--- src/verilog/jcp_pkg.sv ---
package jcp_pkg;
  localparam int          IR_LEN       = 10;
  localparam int          BSR_LEN      = 174;
  localparam int          ID_LEN       = 32;
  localparam logic [9:0]  OP_SAMPLE    = 10'h055;
  localparam logic [9:0]  OP_EXTEST    = 10'h000;
  localparam logic [9:0]  OP_BYPASS    = 10'h3ff;
  localparam logic [9:0]  OP_IDCODE    = 10'h059;
  localparam logic [9:0]  OP_USERCODE  = 10'h079;
  localparam logic [9:0]  OP_START_CFG = 10'h061;
  localparam logic [9:0]  OP_HOLD_CFG  = 10'h065;
  localparam logic [1:0]  IR_CAPTURE   = 2'h1;
  // identification value: arbitrary, not tied to any real part
  localparam logic [31:0] ID_VALUE     = 32'h0a5c3e01;
  localparam logic [31:0] USERCODE_DEF = 32'hffffffff;
  localparam int          CLK_MHZ      = 100;
  localparam int          POR_SHORT_MS = 2;
  localparam int          POR_LONG_MS  = 100;
  localparam int          POR_SHORT_CYC = POR_SHORT_MS * 1000 * CLK_MHZ;
  localparam int          POR_LONG_CYC  = POR_LONG_MS * 1000 * CLK_MHZ;
  localparam int          POR_CNT_W    = 24;

  typedef enum logic [3:0] {
    TAP_RESET   = 4'h0, TAP_IDLE    = 4'h1, TAP_SEL_DR  = 4'h2,
    TAP_CAP_DR  = 4'h3, TAP_SH_DR   = 4'h4, TAP_EX1_DR  = 4'h5,
    TAP_PAU_DR  = 4'h6, TAP_EX2_DR  = 4'h7, TAP_UPD_DR  = 4'h8,
    TAP_SEL_IR  = 4'h9, TAP_CAP_IR  = 4'ha, TAP_SH_IR   = 4'hb,
    TAP_EX1_IR  = 4'hc, TAP_PAU_IR  = 4'hd, TAP_EX2_IR  = 4'he,
    TAP_UPD_IR  = 4'hf
  } jcp_tap_type;

  typedef enum logic [1:0] {
    PWR_POR  = 2'h0,
    PWR_WAIT = 2'h1,
    PWR_RUN  = 2'h2,
    PWR_IDLE = 2'h3
  } jcp_pwr_type;
endpackage

--- src/verilog/jcp_port.sv ---
// Overview of operation
// instruction register is ten bits; each opcode shift is ten bits long.
// 174-cell boundary register sits between data in and out for scan opcodes.
// sample/preload captures pins harmlessly and accepts a preload pattern.
// extest drives outputs from boundary cells and captures input levels.
// all-ones opcode routes data through a one-bit bypass register.
// identification opcode shifts the fixed identification value out.
// usercode opcode shifts a 32-bit user pattern out.
// after start-config update, init pin goes low in run-test/idle.
// init pin is released when the controller leaves run-test/idle.
// hold opcode keeps init pin low during in-system programming.
// after hold, init pin stays low until start-config is executed.
// external master must float its flash interface before controller access.
// when power-on delay ends, output-enable line is released.
// delay is 2 ms with select high, 100 ms with select low.
// chip-select is sampled at the output-enable rising edge.
// chip-select high at that edge enters idle with static outputs.
// only a new power-up leaves that idle state.
// an external party holding output-enable low extends reset.
// host issues no scan or programming opcodes before power-on completes.
// unknown opcodes select bypass and leave the init pin alone.
`timescale 1ns/10ps
`default_nettype none
module jcp_port
  import jcp_pkg::*;
#(
  parameter int POR_SHORT = POR_SHORT_CYC,
  parameter int POR_LONG  = POR_LONG_CYC
) (
  input  wire logic                i_clk,
  input  wire logic                i_rst,
  input  wire logic                i_tck,
  input  wire logic                i_tms,
  input  wire logic                i_tdi,
  output logic                     o_tdo,
  output logic                     o_tdo_oe,
  input  wire logic                i_por_delay_select,
  input  wire logic                i_oe_line,
  output logic                     o_oe_line,
  output logic                     o_oe_line_oe,
  input  wire logic                i_chip_select_sense_n,
  output logic                     o_config_init_pin_n,
  output logic                     o_config_init_pin_oe,
  input  wire logic [BSR_LEN-1:0]  i_pin_levels,
  output logic [BSR_LEN-1:0]       o_pin_drive,
  output logic                     o_extest_active,
  input  wire logic [ID_LEN-1:0]   i_usercode,
  output logic                     o_config_enable,
  output logic                     o_config_idle
);
  logic [2:0] tck_s_r;
  logic [1:0] tms_s_r;
  logic [1:0] tdi_s_r;
  logic [1:0] psel_s_r;
  logic [1:0] oe_s_r;
  logic [1:0] cs_s_r;
  logic       tck_rise;
  logic       tck_fall;
  jcp_tap_type tap;

  always_ff @(posedge i_clk) begin
    if (i_rst) begin
      tck_s_r  <= 3'h0;
      tms_s_r  <= 2'h3;
      tdi_s_r  <= 2'h3;
      psel_s_r <= 2'h0;
      oe_s_r   <= 2'h0;
      cs_s_r   <= 2'h3;
    end else begin
      tck_s_r  <= {tck_s_r[1:0], i_tck};
      tms_s_r  <= {tms_s_r[0], i_tms};
      tdi_s_r  <= {tdi_s_r[0], i_tdi};
      psel_s_r <= {psel_s_r[0], i_por_delay_select};
      oe_s_r   <= {oe_s_r[0], i_oe_line};
      cs_s_r   <= {cs_s_r[0], i_chip_select_sense_n};
    end
  end

  assign tck_rise = tck_s_r[1] & ~tck_s_r[2];
  assign tck_fall = ~tck_s_r[1] & tck_s_r[2];

  jcp_tap_fsm u_tap (
    .i_clk      (i_clk),
    .i_rst      (i_rst),
    .i_tck_rise (tck_rise),
    .i_tms      (tms_s_r[1]),
    .o_state    (tap)
  );

  function automatic logic is_scan_op(input logic [IR_LEN-1:0] op);
    is_scan_op = (op == OP_SAMPLE) || (op == OP_EXTEST);
  endfunction

  logic [IR_LEN-1:0]  ir_sh_r;
  logic [IR_LEN-1:0]  ir_r;
  logic [BSR_LEN-1:0] bsr_sh_r;
  logic [BSR_LEN-1:0] bsr_upd_r;
  logic [ID_LEN-1:0]  id_sh_r;
  logic               byp_r;
  logic               tdo_nxt;

  always_ff @(posedge i_clk) begin
    if (i_rst)
      ir_sh_r <= OP_BYPASS;
    else if (tck_rise && tap == TAP_CAP_IR)
      ir_sh_r <= {{(IR_LEN-2){1'b0}}, IR_CAPTURE};
    else if (tck_rise && tap == TAP_SH_IR)
      ir_sh_r <= {tdi_s_r[1], ir_sh_r[IR_LEN-1:1]};
  end

  always_ff @(posedge i_clk) begin
    if (i_rst || tap == TAP_RESET)
      ir_r <= OP_IDCODE;
    else if (tck_fall && tap == TAP_UPD_IR)
      ir_r <= ir_sh_r;
  end

  always_ff @(posedge i_clk) begin
    if (i_rst)
      bsr_sh_r <= '0;
    else if (tck_rise && is_scan_op(ir_r)) begin
      if (tap == TAP_CAP_DR)
        bsr_sh_r <= i_pin_levels;
      else if (tap == TAP_SH_DR)
        bsr_sh_r <= {tdi_s_r[1], bsr_sh_r[BSR_LEN-1:1]};
    end
  end

  always_ff @(posedge i_clk) begin
    if (i_rst)
      bsr_upd_r <= '0;
    else if (tck_fall && tap == TAP_UPD_DR && is_scan_op(ir_r))
      bsr_upd_r <= bsr_sh_r;
  end

  always_ff @(posedge i_clk) begin
    if (i_rst)
      id_sh_r <= '0;
    else if (tck_rise && tap == TAP_CAP_DR) begin
      if (ir_r == OP_IDCODE)
        id_sh_r <= ID_VALUE;
      else if (ir_r == OP_USERCODE)
        id_sh_r <= i_usercode;
    end else if (tck_rise && tap == TAP_SH_DR)
      id_sh_r <= {tdi_s_r[1], id_sh_r[ID_LEN-1:1]};
  end

  always_ff @(posedge i_clk) begin
    if (i_rst)
      byp_r <= 1'b0;
    else if (tck_rise && tap == TAP_CAP_DR)
      byp_r <= 1'b0;
    else if (tck_rise && tap == TAP_SH_DR)
      byp_r <= tdi_s_r[1];
  end

  always_comb begin
    if (tap == TAP_SH_IR)
      tdo_nxt = ir_sh_r[0];
    else if (is_scan_op(ir_r))
      tdo_nxt = bsr_sh_r[0];
    else if (ir_r == OP_IDCODE || ir_r == OP_USERCODE)
      tdo_nxt = id_sh_r[0];
    else
      tdo_nxt = byp_r;
  end

  always_ff @(posedge i_clk) begin
    if (i_rst) begin
      o_tdo    <= 1'b1;
      o_tdo_oe <= 1'b0;
    end else if (tck_fall) begin
      o_tdo    <= tdo_nxt;
      o_tdo_oe <= (tap == TAP_SH_IR) || (tap == TAP_SH_DR);
    end
  end

  assign o_pin_drive     = bsr_upd_r;
  assign o_extest_active = (ir_r == OP_EXTEST);

  // init pin control
  logic hold_r;
  logic pulse_r;

  always_ff @(posedge i_clk) begin
    if (i_rst)
      hold_r <= 1'b0;
    else if (ir_r == OP_HOLD_CFG)
      hold_r <= 1'b1;
    else if (ir_r == OP_START_CFG && tap == TAP_IDLE)
      hold_r <= 1'b0;
  end

  always_ff @(posedge i_clk) begin
    if (i_rst)
      pulse_r <= 1'b0;
    else
      pulse_r <= (ir_r == OP_START_CFG) && (tap == TAP_IDLE);
  end

  assign o_config_init_pin_n  = 1'b0;
  assign o_config_init_pin_oe = hold_r | pulse_r;

  // power-up sequencing
  jcp_pwr_type          pwr_r;
  logic [POR_CNT_W-1:0] por_cnt_r;
  logic [POR_CNT_W-1:0] por_lim;
  logic                 oe_prev_r;

  assign por_lim = psel_s_r[1] ? POR_CNT_W'(POR_SHORT - 1)
                               : POR_CNT_W'(POR_LONG - 1);

  always_ff @(posedge i_clk) begin
    if (i_rst)
      por_cnt_r <= '0;
    else if (pwr_r == PWR_POR && por_cnt_r != por_lim)
      por_cnt_r <= por_cnt_r + 1'b1;
  end

  always_ff @(posedge i_clk) begin
    if (i_rst)
      oe_prev_r <= 1'b0;
    else
      oe_prev_r <= oe_s_r[1];
  end

  always_ff @(posedge i_clk) begin
    if (i_rst)
      pwr_r <= PWR_POR;
    else begin
      case (pwr_r)
        PWR_POR:
          if (por_cnt_r == por_lim)
            pwr_r <= PWR_WAIT;
        PWR_WAIT:
          if (oe_s_r[1] && !oe_prev_r) begin
            if (cs_s_r[1])
              pwr_r <= PWR_IDLE;
            else
              pwr_r <= PWR_RUN;
          end
        PWR_RUN:
          if (!oe_s_r[1])
            pwr_r <= PWR_WAIT;
        PWR_IDLE:
          pwr_r <= PWR_IDLE;
        default:
          pwr_r <= PWR_POR;
      endcase
    end
  end

  assign o_oe_line       = 1'b0;
  assign o_oe_line_oe    = (pwr_r == PWR_POR);
  assign o_config_enable = (pwr_r == PWR_RUN);
  assign o_config_idle   = (pwr_r == PWR_IDLE);
endmodule
`default_nettype wire

--- src/verilog/jcp_tap_fsm.sv ---
`timescale 1ns/10ps
`default_nettype none
module jcp_tap_fsm
  import jcp_pkg::*;
(
  input  wire logic        i_clk,
  input  wire logic        i_rst,
  input  wire logic        i_tck_rise,
  input  wire logic        i_tms,
  output var  jcp_tap_type o_state
);
  jcp_tap_type state_r;
  jcp_tap_type state_nxt;

  always_comb begin
    state_nxt = state_r;
    case (state_r)
      TAP_RESET:  state_nxt = i_tms ? TAP_RESET  : TAP_IDLE;
      TAP_IDLE:   state_nxt = i_tms ? TAP_SEL_DR : TAP_IDLE;
      TAP_SEL_DR: state_nxt = i_tms ? TAP_SEL_IR : TAP_CAP_DR;
      TAP_CAP_DR: state_nxt = i_tms ? TAP_EX1_DR : TAP_SH_DR;
      TAP_SH_DR:  state_nxt = i_tms ? TAP_EX1_DR : TAP_SH_DR;
      TAP_EX1_DR: state_nxt = i_tms ? TAP_UPD_DR : TAP_PAU_DR;
      TAP_PAU_DR: state_nxt = i_tms ? TAP_EX2_DR : TAP_PAU_DR;
      TAP_EX2_DR: state_nxt = i_tms ? TAP_UPD_DR : TAP_SH_DR;
      TAP_UPD_DR: state_nxt = i_tms ? TAP_SEL_DR : TAP_IDLE;
      TAP_SEL_IR: state_nxt = i_tms ? TAP_RESET  : TAP_CAP_IR;
      TAP_CAP_IR: state_nxt = i_tms ? TAP_EX1_IR : TAP_SH_IR;
      TAP_SH_IR:  state_nxt = i_tms ? TAP_EX1_IR : TAP_SH_IR;
      TAP_EX1_IR: state_nxt = i_tms ? TAP_UPD_IR : TAP_PAU_IR;
      TAP_PAU_IR: state_nxt = i_tms ? TAP_EX2_IR : TAP_PAU_IR;
      TAP_EX2_IR: state_nxt = i_tms ? TAP_UPD_IR : TAP_SH_IR;
      TAP_UPD_IR: state_nxt = i_tms ? TAP_SEL_DR : TAP_IDLE;
      default:    state_nxt = TAP_RESET;
    endcase
  end

  always_ff @(posedge i_clk) begin
    if (i_rst)
      state_r <= TAP_RESET;
    else if (i_tck_rise)
      state_r <= state_nxt;
  end

  assign o_state = state_r;
endmodule
`default_nettype wire
--- config.mk ---
export PLATFORM = sky130hd
export DESIGN_NAME = jcp_port
export DESIGN_NICKNAME = d
export VERILOG_FILES = /design/src/verilog/jcp_pkg.sv /design/src/verilog/jcp_port.sv /design/src/verilog/jcp_tap_fsm.sv
export SDC_FILE = /design/constraint.sdc
export NUM_CORES = 1
export LEC_CHECK = 0
export ABC_AREA = 1
export BUFFER_PORTS_ARGS = -buffer_cell sky130_fd_sc_hd__buf_2
export CELL_PAD_IN_SITES_DETAIL_PLACEMENT = 0
export CELL_PAD_IN_SITES_GLOBAL_PLACEMENT = 1
export CORE_ASPECT_RATIO = 1.4
export CORE_MARGIN = 10
export CORE_UTILIZATION = 43
export CTS_BUF_LIST = sky130_fd_sc_hd__clkbuf_2 sky130_fd_sc_hd__clkbuf_4 sky130_fd_sc_hd__clkbuf_8
export DETAILED_ROUTE_END_ITERATION = 16
export HOLD_SLACK_MARGIN = 0.02
export PLACE_DENSITY_LB_ADDON = 0.1
export SLEW_MARGIN = 15
export SYNTH_ARGS = -nofsm -noshare
export SYNTH_HDL_FRONTEND = slang
export SYNTH_SLANG_ARGS = --single-unit
--- constraint.sdc ---
create_clock -name i_clk -period 4.9 [get_ports i_clk]
set_clock_uncertainty 0.15 [all_clocks]
set_input_delay 0.245 -clock i_clk [delete_from_list [all_inputs] [get_ports i_clk]]
set_output_delay 0.245 -clock i_clk [all_outputs]
set_load 0.05 [all_outputs]
==> results.toml <==
[placed_design]
routabilityCongestion = 0.837
place_ws_ps = 982
port_buffers = 394
dp_hpwl_um = 41200

[route]
wl_per_cell_um = 16.2
first_pass_iters = 5
wl_um = 63100
via_per_inst = 4.99
drtIter0Drc = 968
ant_nets = 0
drc = 0
vias = 19399

[logic_synthesis]
ys.warnings.count = 0
netlist_instances = 2759
synth_ff_type = "dfxtp_1"
ys_seq_area_frac = 0.471
synth_xor_area_frac = 0.00551
synth_fa_ha_area_frac = 0.000655
synth_top_family_by_area = "simple AND/OR/NAND/NOR gates"
synth_area_leaders = "dfxtp_1 47%, nand2_1 18%, a21oi_1 8.6%"
synth-async-reset-ratio = 0
avgSynthCellArea_um2 = 6.92
synthesis.area_um2 = 19100
yosysTopAreaCellShare = 0.471
ys_types = 35
yosys.area.top_type = "dfxtp_1"
ys_ff_latch = 449
synth_compound_area_frac = 0.179
synth_edf_count = 0
synth.area.mux_share = 0
yosys.area_share.simple = 0.261

[sta]
finalWorstSetupSlack_ps = 1030
setup_viol = 0
fmax_ghz = 0.258
worstMarginPinSlew_ps = 995
finalCritPeriodShare = 0.790
fin_crit_ps = 3870
max_slew_margin = 0.337
slew_violations = 0
rsz0062_at_grt = "no"
hold_violations = 0
whs_ps = 147
setup_tns_ps = 0

[floorplanning]
fp.coreArea_um2 = 43900
die_w_um = 198
die_h_um = 269
io_pins = 397
std_cell_rows = 91
die_area_um2 = 53300
initial_core_util = 0.434

[pwr]
ir_drop_uv = 170
p_leak_nw = 10.2
power_mw = 7.43
p_per_area_nw_per_um2 = 301

[layout]
final_common_cell = "nand2_1"
area_growth_pct = 29.2
layout-drive-gt1-share = 0.171
final_nets = 3489
final_cell_mix = "916 x nand2_1, 449 x dfxtp_1, 393 x buf_2"
final_util = 0.561

[setup_path]
cp_max_fo = 113
crit_arrival_ps = 4260
cp.required_ps = 5290
r2r-end = "bsr_sh_r[111]$_SDFFE_PP0P_"
ff2ff_path_depth = 11
cp-start-kind = "flop"
r2r_setup_slack_ps = 1030
crit_type = "reg2reg"
worstSetupStartpoint = "u_tap.o_state[1]$_SDFFE_PP0P_"
r2r_start = "u_tap.o_state[1]$_SDFFE_PP0P_"
endpoint_kind = "flop"

[clocking]
post-cts-setup-buffers = 0
cts_resized = 0
cts_buffer_depth = 3
hold_buffers = 212
cts_sinks = 449
cts_max_level = 3
clk_latency_ps = 610
cts_root_buf = "clkbuf_8"
cts_tree = "built"
path_clk_slew_ps = 60
cts_made_buffers = 74

[global_route]
grt_pass1_wl_um = 101000
antenna_found_initial = 9
grt_pass1_vias = 19089
grt_use_total = 0.231
grt_overflow_total = 0
grt_max_degree = 116

[hold_path]
hold_depth = 2
hold_path_end = "oe_s_r[1]$_SDFF_PP0_"
hold_class = "in2reg"
worst_hold_startpoint = "i_rst"

[run_status]
outcome = "completed"

[flow_run]
drv_cap = 0
synthesized netlist by cell type, types with 6 or more instances:
cell type,number
clkbuf_1,87
o21ai_1,131
xnor2_1,7
o211ai_1,6
inv_1,158
nand3_1,70
inv_2,11
nor2_1,258
dfxtp_1,449
buf_6,14
o21ai_0,189
a221o_1,7
nand2_1,916
buf_2,65
or2_2,7
buf_4,15
a21oi_1,329
where the power goes:
group,total [mW],internal (mW),switching [mW]
registers,3.67,3.66,0.00695
clock network,3.41,1.91,1.50
logic,0.362,0.199,0.164
total,7.43,5.77,1.67
routing by layer:
metal / vias to the layer above / part of all wire / global-route usage
li1: 9838 / - / -
met1: 8881 / 0.41 / 0.273
met2: 529 / 0.48 / 0.382
met3: 143 / 0.063 / 0.0561
met4: 8 / 0.044 / 0.115
met5: - / 0.00067 / 0
area by class of cell:
cell class / count / area [µm²]
Fill cell: 4319 / 19300
Multi-Input combinational cell: 1957 / 8540
Timing Repair Buffer: 622 / 4250
Sequential cell: 449 / 8990
Inverter: 170 / 653
Antenna cell: 5 / 12.5
Clock inverter: 6 / 35.0
Clock buffer: 120 / 1490
Tap cell: 558 / 698
state kept, by name, summed over array words and instances (netlist names), 3 cells and up:
name / cells
bsr_sh_r: 174
id_sh_r: 32
ir_r: 10
ir_sh_r: 10
o_pin_drive: 174
por_cnt_r: 24
tck_s_r: 3
u_tap.o_state: 4
kinds of logic after synthesis:
family,count (synthesis)
buffers and inverters,354
other,1
AO/OA/AOI/OAI,667
AND/OR/NAND/NOR,1275
flip-flops,449
XOR/XNOR,12
adder cells (fa/ha/maj),1
worst max path at each step:
stage | to | slack (ps)
floorplan | por_cnt_r[14]$_SDFFE_PP0P_ | 3150
global placement | bsr_sh_r[114]$_SDFFE_PP0P_ | 1060
detailed placement | bsr_sh_r[111]$_SDFFE_PP0P_ | 980
CTS | bsr_sh_r[111]$_SDFFE_PP0P_ | 970
global route | bsr_sh_r[111]$_SDFFE_PP0P_ | 640
finish | bsr_sh_r[111]$_SDFFE_PP0P_ | 1030
metrics by stage:
stage / instances / instance area (µm²)
final: 3887 / 24700
after global routing: 3887 / 24700
after CTS: 3882 / 24700
after detailed placement: 3544 / 21000
after global placement: 3544 / 21000
after floorplan: 2760 / 19100
critical path, stage by stage (launching register included):
cell     delay [ps]
dfxtp_1         450
nand2_1         130
inv_2           100
nand2_4          60
nor2_4          570
inv_2           460
nand2_4         220
nand2_8         400
inv_2           710
buf_12          300
nor2_1           60
nor2_1          110
Power figures use the tool's default switching activity.
